## config.mk

```make
export PLATFORM = sky130hd
export DESIGN_NAME = sctx_top
export DESIGN_NICKNAME = d
export VERILOG_FILES = /design/src/pkg/sctx_pkg.sv /design/src/sctx_baud.sv /design/src/sctx_irq.sv /design/src/sctx_top.sv
export SDC_FILE = /design/constraint.sdc
export NUM_CORES = 1
export LEC_CHECK = 0
export ABC_AREA = 1
export CORE_UTILIZATION = 25
export DETAILED_ROUTE_END_ITERATION = 6
export DONT_BUFFER_PORTS = 1
export PLACE_DENSITY = 0.36
export SKIP_CTS_REPAIR_TIMING = 1
export SYNTH_ARGS = -nofsm -noshare
export SYNTH_HDL_FRONTEND = slang
export SYNTH_SLANG_ARGS = --single-unit
```

## constraint.sdc

```tcl
create_clock -name aclk -period 2.4 [get_ports aclk]
set_input_delay 0.12 -clock aclk [delete_from_list [all_inputs] [get_ports aclk]]
set_output_delay 0.12 -clock aclk [all_outputs]
set_load 0.02 [all_outputs]
```

## src/pkg/sctx_pkg.sv

```systemverilog
package sctx_pkg;
  localparam logic [7:0] CTRL_OFS = 8'h00;
  localparam logic [7:0] STAT_OFS = 8'h04;
  localparam logic [7:0] HOLD_OFS = 8'h08;
  localparam logic [7:0] DIV_OFS = 8'h0c;
  localparam logic [7:0] ISTAT_OFS = 8'h10;
  localparam logic [7:0] IMASK_OFS = 8'h14;
  localparam int CTRL_TE_BIT = 0;
  localparam int CTRL_RIE_BIT = 1;
  localparam int CTRL_TIE_BIT = 2;
  localparam int ST_ERS_BIT = 0;
  localparam int ST_TRANSMIT_END_FLAG_BIT = 1;
  localparam int ST_HOLDING_EMPTY_FLAG_BIT = 2;
  localparam int ST_BUSY_BIT = 3;
  localparam int EV_ERS_BIT = 0;
  localparam int EV_TRANSMIT_END_FLAG_BIT = 1;
  localparam logic [7:0] DIV_RESET = 8'h01;
  localparam logic [8:0] BIT_FACTOR = 9'h174;
  localparam int FRAME_BITS = 11;
  localparam logic [3:0] ERR_BIT_POS = 4'hb;
  localparam logic [1:0] RESP_OKAY = 2'h0;
  localparam logic [1:0] RESP_SLVERR = 2'h2;

  typedef struct packed {
    logic transmit_irq_enable;
    logic receive_irq_enable;
    logic tx_en;
  } sctx_ctrl_s;

  typedef struct packed {
    logic busy;
    logic holding_empty_flag;
    logic transmit_end_flag;
    logic error_signal_flag;
  } sctx_stat_s;
endpackage

```

## src/sctx_baud.sv

```systemverilog
`timescale 1ns/1ps
module sctx_baud (
  input wire logic aclk,
  input wire logic aresetn,
  input wire logic run,
  input wire logic [7:0] bit_rate_divisor,
  output logic tick
);
  logic [8:0] fcnt;
  logic [7:0] dcnt;

  always_ff @(posedge aclk) begin
    if (!aresetn || !run) begin
      fcnt <= 9'h000;
      dcnt <= 8'h00;
      tick <= 1'b0;
    end else begin
      tick <= 1'b0;
      if (fcnt == sctx_pkg::BIT_FACTOR - 9'h001) begin
        fcnt <= 9'h000;
        if (dcnt == bit_rate_divisor) begin
          dcnt <= 8'h00;
          tick <= 1'b1;
        end else begin
          dcnt <= dcnt + 8'h01;
        end
      end else begin
        fcnt <= fcnt + 9'h001;
      end
    end
  end
endmodule

```

## src/sctx_irq.sv

```systemverilog
`timescale 1ns/1ps
module sctx_irq (
  input wire logic aclk,
  input wire logic aresetn,
  input wire logic [1:0] event_set,
  input wire logic [1:0] w1c,
  input wire logic [1:0] mask_wr_en,
  input wire logic [1:0] mask_wr_data,
  output logic [1:0] status,
  output logic [1:0] mask,
  output logic irq
);
  always_ff @(posedge aclk) begin
    if (!aresetn) begin
      status <= 2'h0;
    end else begin
      status <= (status & ~w1c) | event_set;
    end
  end

  always_ff @(posedge aclk) begin
    if (!aresetn) begin
      mask <= 2'h0;
    end else if (mask_wr_en[0]) begin
      mask <= mask_wr_data;
    end
  end

  always_ff @(posedge aclk) begin
    if (!aresetn) begin
      irq <= 1'b0;
    end else begin
      irq <= |(((status & ~w1c) | event_set) & mask);
    end
  end
endmodule

```

## src/sctx_top.sv

```systemverilog
// The placing of the registers and register access over AXI4-Lite were chosen for this implementation.
`timescale 1ns/1ps
// Notes on behaviour
// - Error signal after frame sets error flag
// - Error flag with receive enable raises irq
// - Errored frame never sets transmit end
// - Errored frame reloads holding byte, resends automatically
// - No error signal leaves error flag alone
// - Successful frame sets transmit end flag
// - Transmit end with enable raises empty irq
// - Holding write after completion starts next byte
// - Holding empty set together with transmit end
// - Empty request drives DMA activation
// - DMA write clears holding empty, transmit end
// - Transmit end held low during retransmission
// - Hardware never clears error flag itself
// - Bit period is 372 clocks times (divisor + 1)
module sctx_top (
  input wire logic aclk,
  input wire logic aresetn,
  input wire logic [7:0] s_axi_awaddr,
  input wire logic s_axi_awvalid,
  output logic s_axi_awready,
  input wire logic [31:0] s_axi_wdata,
  input wire logic [3:0] s_axi_wstrb,
  input wire logic s_axi_wvalid,
  output logic s_axi_wready,
  output logic [1:0] s_axi_bresp,
  output logic s_axi_bvalid,
  input wire logic s_axi_bready,
  input wire logic [7:0] s_axi_araddr,
  input wire logic s_axi_arvalid,
  output logic s_axi_arready,
  output logic [31:0] s_axi_rdata,
  output logic [1:0] s_axi_rresp,
  output logic s_axi_rvalid,
  input wire logic s_axi_rready,
  input wire logic dma_wr,
  input wire logic [7:0] dma_data,
  input wire logic rx_line,
  output logic tx_line,
  output logic tx_oe_n,
  output logic receive_error_irq,
  output logic transmit_empty_irq,
  output logic irq
);
  typedef enum logic [2:0] {
    ST_IDLE = 3'b001,
    ST_SEND = 3'b010,
    ST_GUARD = 3'b100
  } sctx_state_e;

  sctx_state_e state;
  sctx_pkg::sctx_ctrl_s serial_control_reg;
  sctx_pkg::sctx_stat_s serial_status_reg;
  logic [7:0] transmit_holding_reg;
  logic [10:0] transmit_shift_reg;
  logic [7:0] bit_rate_divisor;
  logic [3:0] bit_cnt;
  logic ers_seen_one;
  logic aw_hold;
  logic w_hold;
  logic [7:0] aw_addr;
  logic [31:0] w_data;
  logic [3:0] w_strb;
  logic tick;
  logic wr_fire;
  logic sw_hold_wr;
  logic load;
  logic frame_err;
  logic frame_ok;
  logic [1:0] ev_status;
  logic [1:0] ev_mask;
  logic [1:0] w1c;
  logic mask_we;
  logic addr_ok;

  function automatic logic hit(input logic [7:0] a, input logic [7:0] o);
    hit = (a[7:2] == o[7:2]);
  endfunction

  function automatic logic known(input logic [7:0] a);
    known = hit(a, sctx_pkg::CTRL_OFS) || hit(a, sctx_pkg::STAT_OFS) ||
            hit(a, sctx_pkg::HOLD_OFS) || hit(a, sctx_pkg::DIV_OFS) ||
            hit(a, sctx_pkg::ISTAT_OFS) || hit(a, sctx_pkg::IMASK_OFS);
  endfunction

  // Write channel capture, either order
  always_ff @(posedge aclk) begin
    if (!aresetn) begin
      aw_hold <= 1'b0;
      w_hold <= 1'b0;
      aw_addr <= 8'h00;
      w_data <= 32'h0;
      w_strb <= 4'h0;
    end else begin
      if (s_axi_awvalid && s_axi_awready) begin
        aw_hold <= 1'b1;
        aw_addr <= s_axi_awaddr;
      end else if (wr_fire) begin
        aw_hold <= 1'b0;
      end
      if (s_axi_wvalid && s_axi_wready) begin
        w_hold <= 1'b1;
        w_data <= s_axi_wdata;
        w_strb <= s_axi_wstrb;
      end else if (wr_fire) begin
        w_hold <= 1'b0;
      end
    end
  end

  assign wr_fire = aw_hold && w_hold && !s_axi_bvalid;
  assign addr_ok = known(aw_addr);
  assign sw_hold_wr = wr_fire && hit(aw_addr, sctx_pkg::HOLD_OFS) && w_strb[0];
  assign w1c = (wr_fire && hit(aw_addr, sctx_pkg::ISTAT_OFS) && w_strb[0]) ?
               w_data[1:0] : 2'h0;
  assign mask_we = wr_fire && hit(aw_addr, sctx_pkg::IMASK_OFS) && w_strb[0];

  always_ff @(posedge aclk) begin
    if (!aresetn) begin
      s_axi_awready <= 1'b0;
      s_axi_wready <= 1'b0;
      s_axi_bvalid <= 1'b0;
      s_axi_bresp <= sctx_pkg::RESP_OKAY;
    end else begin
      s_axi_awready <= !aw_hold && !(s_axi_awvalid && s_axi_awready);
      s_axi_wready <= !w_hold && !(s_axi_wvalid && s_axi_wready);
      if (wr_fire) begin
        s_axi_bvalid <= 1'b1;
        s_axi_bresp <= addr_ok ? sctx_pkg::RESP_OKAY : sctx_pkg::RESP_SLVERR;
      end else if (s_axi_bready) begin
        s_axi_bvalid <= 1'b0;
      end
    end
  end

  // Read channel
  always_ff @(posedge aclk) begin
    if (!aresetn) begin
      s_axi_arready <= 1'b0;
      s_axi_rvalid <= 1'b0;
      s_axi_rdata <= 32'h0;
      s_axi_rresp <= sctx_pkg::RESP_OKAY;
    end else begin
      s_axi_arready <= !s_axi_rvalid && !(s_axi_arvalid && s_axi_arready);
      if (s_axi_arvalid && s_axi_arready) begin
        s_axi_rvalid <= 1'b1;
        s_axi_rresp <= known(s_axi_araddr) ? sctx_pkg::RESP_OKAY :
                       sctx_pkg::RESP_SLVERR;
        s_axi_rdata <= 32'h0;
        if (hit(s_axi_araddr, sctx_pkg::CTRL_OFS)) begin
          s_axi_rdata[2:0] <= serial_control_reg;
        end
        if (hit(s_axi_araddr, sctx_pkg::STAT_OFS)) begin
          s_axi_rdata[3:0] <= serial_status_reg;
        end
        if (hit(s_axi_araddr, sctx_pkg::HOLD_OFS)) begin
          s_axi_rdata[7:0] <= transmit_holding_reg;
        end
        if (hit(s_axi_araddr, sctx_pkg::DIV_OFS)) begin
          s_axi_rdata[7:0] <= bit_rate_divisor;
        end
        if (hit(s_axi_araddr, sctx_pkg::ISTAT_OFS)) begin
          s_axi_rdata[1:0] <= ev_status;
        end
        if (hit(s_axi_araddr, sctx_pkg::IMASK_OFS)) begin
          s_axi_rdata[1:0] <= ev_mask;
        end
      end else if (s_axi_rready) begin
        s_axi_rvalid <= 1'b0;
      end
    end
  end

  // Control and divisor registers
  always_ff @(posedge aclk) begin
    if (!aresetn) begin
      serial_control_reg <= '0;
      bit_rate_divisor <= sctx_pkg::DIV_RESET;
    end else if (wr_fire && w_strb[0]) begin
      if (hit(aw_addr, sctx_pkg::CTRL_OFS)) begin
        serial_control_reg <= w_data[2:0];
      end
      if (hit(aw_addr, sctx_pkg::DIV_OFS)) begin
        bit_rate_divisor <= w_data[7:0];
      end
    end
  end

  // Holding register fed by software or DMA
  always_ff @(posedge aclk) begin
    if (!aresetn) begin
      transmit_holding_reg <= 8'h00;
    end else if (dma_wr) begin
      transmit_holding_reg <= dma_data;
    end else if (sw_hold_wr) begin
      transmit_holding_reg <= w_data[7:0];
    end
  end

  assign load = (state == ST_IDLE) && serial_control_reg.tx_en &&
                !serial_status_reg.holding_empty_flag;
  assign frame_err = (state == ST_GUARD) && tick && !rx_line;
  assign frame_ok = (state == ST_GUARD) && tick && rx_line;

  sctx_baud u_baud (
    .aclk(aclk),
    .aresetn(aresetn),
    .run((state != ST_IDLE) || load),
    .bit_rate_divisor(bit_rate_divisor),
    .tick(tick)
  );

  // Frame sequencer: start, 8 data, parity, then error sample
  always_ff @(posedge aclk) begin
    if (!aresetn) begin
      state <= ST_IDLE;
      transmit_shift_reg <= 11'h7ff;
      bit_cnt <= 4'h0;
    end else begin
      case (state)
        ST_IDLE: begin
          if (load) begin
            transmit_shift_reg <= {1'b1, ^transmit_holding_reg,
                                   transmit_holding_reg, 1'b0};
            bit_cnt <= 4'h0;
            state <= ST_SEND;
          end
        end
        ST_SEND: begin
          if (tick) begin
            transmit_shift_reg <= {1'b1, transmit_shift_reg[10:1]};
            bit_cnt <= bit_cnt + 4'h1;
            if (bit_cnt == sctx_pkg::ERR_BIT_POS - 4'h2) begin
              state <= ST_GUARD;
            end
          end
        end
        ST_GUARD: begin
          if (frame_err) begin
            transmit_shift_reg <= {1'b1, ^transmit_holding_reg,
                                   transmit_holding_reg, 1'b0};
            bit_cnt <= 4'h0;
            state <= ST_SEND;
          end else if (frame_ok) begin
            state <= ST_IDLE;
          end
        end
        default: state <= ST_IDLE;
      endcase
    end
  end

  always_ff @(posedge aclk) begin
    if (!aresetn) begin
      tx_line <= 1'b1;
      tx_oe_n <= 1'b1;
    end else begin
      tx_line <= (state == ST_SEND) ? transmit_shift_reg[0] : 1'b1;
      tx_oe_n <= (state != ST_SEND);
    end
  end

  // Status flags
  always_ff @(posedge aclk) begin
    if (!aresetn) begin
      serial_status_reg <= 4'b0110;
      ers_seen_one <= 1'b0;
    end else begin
      serial_status_reg.busy <= (state != ST_IDLE) || load;
      if (s_axi_arvalid && s_axi_arready &&
          hit(s_axi_araddr, sctx_pkg::STAT_OFS)) begin
        ers_seen_one <= serial_status_reg.error_signal_flag;
      end
      if (frame_err) begin
        serial_status_reg.error_signal_flag <= 1'b1;
      end else if (wr_fire && hit(aw_addr, sctx_pkg::STAT_OFS) && w_strb[0] &&
                   !w_data[0] && ers_seen_one) begin
        serial_status_reg.error_signal_flag <= 1'b0;
        ers_seen_one <= 1'b0;
      end
      if (frame_ok) begin
        serial_status_reg.transmit_end_flag <= 1'b1;
        serial_status_reg.holding_empty_flag <= 1'b1;
      end else if (dma_wr || sw_hold_wr) begin
        serial_status_reg.transmit_end_flag <= 1'b0;
        serial_status_reg.holding_empty_flag <= 1'b0;
      end
    end
  end

  sctx_irq u_irq (
    .aclk(aclk),
    .aresetn(aresetn),
    .event_set({frame_ok, frame_err}),
    .w1c(w1c),
    .mask_wr_en({1'b0, mask_we}),
    .mask_wr_data(w_data[1:0]),
    .status(ev_status),
    .mask(ev_mask),
    .irq(irq)
  );

  always_ff @(posedge aclk) begin
    if (!aresetn) begin
      receive_error_irq <= 1'b0;
      transmit_empty_irq <= 1'b0;
    end else begin
      receive_error_irq <= serial_control_reg.receive_irq_enable &&
                           (serial_status_reg.error_signal_flag ||
                            frame_err);
      transmit_empty_irq <= serial_control_reg.transmit_irq_enable &&
                            serial_status_reg.transmit_end_flag &&
                            !dma_wr && !sw_hold_wr;
    end
  end

  property p_err_sets_flag;
    @(posedge aclk) disable iff (!aresetn)
      frame_err |=> serial_status_reg.error_signal_flag;
  endproperty
  a_err_sets_flag: assert property (p_err_sets_flag)
    else $error("error flag not set after error signal");

  property p_err_no_transmit_end_flag;
    @(posedge aclk) disable iff (!aresetn)
      frame_err |=> !serial_status_reg.transmit_end_flag && state == ST_SEND;
  endproperty
  a_err_no_transmit_end_flag: assert property (p_err_no_transmit_end_flag)
    else $error("transmit end set or no resend on error");

  property p_ok_sets_both;
    @(posedge aclk) disable iff (!aresetn)
      frame_ok |=> serial_status_reg.transmit_end_flag &&
                   serial_status_reg.holding_empty_flag;
  endproperty
  a_ok_sets_both: assert property (p_ok_sets_both)
    else $error("end and empty flags not set together");

  property p_dma_clears;
    @(posedge aclk) disable iff (!aresetn)
      (dma_wr && !frame_ok) |=> !serial_status_reg.transmit_end_flag &&
                                !serial_status_reg.holding_empty_flag;
  endproperty
  a_dma_clears: assert property (p_dma_clears)
    else $error("dma write did not clear flags");

  property p_txi;
    @(posedge aclk) disable iff (!aresetn)
      (frame_ok && serial_control_reg.transmit_irq_enable) ##1
      (!dma_wr && !sw_hold_wr) |=> transmit_empty_irq;
  endproperty
  a_txi: assert property (p_txi)
    else $error("transmit empty irq missing");

  property p_eri;
    @(posedge aclk) disable iff (!aresetn)
      (frame_err && serial_control_reg.receive_irq_enable) |=>
      receive_error_irq;
  endproperty
  a_eri: assert property (p_eri)
    else $error("receive error irq missing");

  property p_ers_sticky;
    @(posedge aclk) disable iff (!aresetn)
      (serial_status_reg.error_signal_flag && !wr_fire) |=>
      serial_status_reg.error_signal_flag;
  endproperty
  a_ers_sticky: assert property (p_ers_sticky)
    else $error("error flag cleared by hardware");

  property p_no_spurious_ers;
    @(posedge aclk) disable iff (!aresetn)
      (!serial_status_reg.error_signal_flag && !frame_err) |=>
      !serial_status_reg.error_signal_flag;
  endproperty
  a_no_spurious_ers: assert property (p_no_spurious_ers)
    else $error("error flag set without error signal");

  property p_start;
    @(posedge aclk) disable iff (!aresetn)
      load |=> state == ST_SEND ##1 !tx_oe_n;
  endproperty
  a_start: assert property (p_start)
    else $error("frame did not start after holding write");
endmodule

```

==> impl_metrics.py <==
metrics = {
    "place": {
        "dp.cells": 935,
        "post-dp-hpwl_um": 9697,
        "port_buffers": 0,
        "routabilityCongestion": 0.8039,
        "place_area_um2": 5024,
        "place_ws_ns": 0.7147,
    },
    "worst_setup_path": {
        "path_common_cell": "nor2_4",
        "critPathCaptureType": "flip-flop",
        "required_ns": 2.64,
        "cpMaxStageDelayCell": "dfxtp_1",
        "worst_ep_arrival_time_ns": 1.91,
        "cp_cell_sequence": "nor2_4, nand2_4, nor2_4, nand3_2, o21ai_0, a21oi_1",
        "max_stage_delay_ns": 0.41,
        "crit_fanout": 15,
        "worst-setup-path-type": "flip-flop to flip-flop",
        "critPathLaunchType": "flip-flop",
    },
    "sta": {
        "hold_viol": 5,
        "setup_viol": 0,
        "layout_setup_ws_ns": 0.7251,
        "hold_ws_ns": -0.01173,
        "relSlewSlack_pct": 66.15,
        "clock_skew_ns": 0.01252,
        "rsz0062_at_grt": "no",
        "clock.fmax_mhz": 597.1,
        "fin_tns_setup_ns": 0,
        "final_max_slew_viol_count": 0,
        "finalCritPeriodShare_pct": 69.79,
        "worstMarginPinSlew_ns": 0.5072,
        "period_needed_ns": 1.675,
    },
    "finish": {
        "diodes": 0,
        "nFillCells": 2073,
        "drive_gt1_share_pct": 6.223,
        "layout_common_cells": "157 x nand2_1, 99 x dfxtp_1, 85 x nor2_1",
        "area_growth_pct": 13.18,
        "largest_register_ffs": 10,
        "final_cells": 967,
        "layout.nets": 775,
        "final_common_cell": "nand2_1",
        "stdcell_area_um2": 5524,
    },
    "synth": {
        "syn_inst": 690,
        "ys.flop_type": "dfxtp_1",
        "synth_warnings": 0,
        "ys_seq_area_share_pct": 40.60,
        "syn-mean-instance-area_um2": 7.074,
        "synth_edf_count": 0,
        "synth_cell_types": 37,
        "ys_ff_latch": 99,
        "async_flop_share_pct": 0,
        "netlist_area_um2": 4881,
    },
    "clock_tree": {
        "cts_inserted_buffers": 9,
        "cts-root-buf": "clkbuf_16",
        "clk_pin_slew_worst_paths_ns": 0.08,
        "htree_levels": 3,
        "clk-insertion-delay-late_ns": 0.36,
        "cts_tree": "built",
        "max-clock-path-buffers": 2,
        "clock-sinks": 99,
    },
    "global_routing": {
        "grt_usage_pct": 13.95,
        "grt_max_degree": 51,
        "grt_first_pass_wirelength_um": 21510,
        "grt_overflow": 0,
        "first_global_vias": 4031,
        "antenna_found_initial": 0,
    },
    "floorplanning": {
        "coreArea_um2": 18890,
        "io-pin-count": 115,
        "fp.dieH_um": 141.7,
        "rows": 50,
        "start_util_pct": 25.83,
        "dieArea_um2": 20090,
        "die_x_um": 141.7,
    },
    "route": {
        "wire_per_inst_um": 13.56,
        "wirelength_um": 13120,
        "drt-initial-drc-count": 219,
        "drc": 0,
        "via_per_inst": 4.377,
        "antenna_left": 0,
        "vias": 4233,
        "first_pass_iters": 4,
    },
    "power_and_ir_drop": {
        "ir_drop_mv": 0.4193,
        "power_density_nw_per_um2": 699.0,
        "total_power_uw": 3861,
        "leakage_uw": 0.002322,
    },
    "run": {
        "max_cap_violations": 0,
    },
    "outcome": {
        "status": "finished with violations",
        "violations": "hold timing",
    },
    "hold_path": {
        "min_path_type": "primary input to flip-flop",
    },
}
[where the power goes]
group	leakage, uW	internal [uW]	switching, uW
clock	0.000162	854	757
sequential	0.000805	1730	82.4
combinational	0.00136	136	305
[cells by family after synthesis]
logic type | Yosys count | synth area share (%)
AO/OA/AOI/OAI | 102 | 11.13
adder cells (fa/ha/maj) | 4 | 1.025
other | 1 | 0.07683
flip-flops | 99 | 40.60
buffers and inverters | 117 | 11.97
XOR/XNOR | 20 | 3.589
AND/OR/NAND/NOR | 347 | 31.61
[worst paths after layout]
kind	from	endpoint	slack, ns	cells after the start
worst max-delay path	s_axi_bvalid	bit_rate_divisor[6]	0.73	6
worst min-delay path	s_axi_wdata[2]	w_data[2]	-0.01	2
worst max register to register	s_axi_bvalid	bit_rate_divisor[6]	0.73	6
worst min register to register	u_baud.fcnt[0]	u_baud.fcnt[0]	0.45	1
[synth_stat cells, drive strengths merged (2+ instances only)]
master   number  area, um2
clkbuf        6      23.77
inv          71      266.5
xor2         11      96.34
dfxtp        99       1982
a21oi        41      205.2
buf          39      290.3
o211ai        2      20.02
nor3          7      35.03
xnor2         9      78.83
o21ai        52      267.8
nand3        65      365.4
nor2         90      360.3
nand4        20      131.4
ha            4      50.05
o2111ai       2      17.52
o22ai         4      25.02
nand2       162      630.6
[layer usage]
metal | vias up | wire length (um) | global-route usage (%) | part of all wire [%]
met3 | 12 | 742 | 4.084 | 5.7
met5 | - | 0 | 0 | 0
met2 | 92 | 5923 | 21.88 | 45
li1 | 2210 | - | - | -
met1 | 1919 | 6269 | 18.21 | 48
met4 | 0 | 182 | 4.697 | 1.4
[through the flow]
stage	util, %	hold slack (ns)
after floorplan	-	0.2244
after global placement	26.59	0.1996
after detailed placement	26.59	0.2038
after CTS	28.34	-0.1730
after global routing	29.24	0.01755
final	29.24	-0.01173
[cell type report]
cell class                      count  area (um2)  area share, %
Multi-Input combinational cell    499        2409          43.60
Sequential cell                    99        1982          35.88
Tap cell                          260       325.3          5.889
Inverter                           72       270.3          4.892
Clock buffer                        9       225.2          4.077
Timing Repair Buffer               21       207.7          3.760
Clock inverter                      7       105.1          1.903
[critical path, delay by kind of cell (launching register included)]
| family | cells | cell delay (ns) |
|---|---|---|
| compound gates | 2 | 0.42 |
| flops | 1 | 0.41 |
| simple gates | 4 | 0.72 |
(Power assumes the default switching activity.)
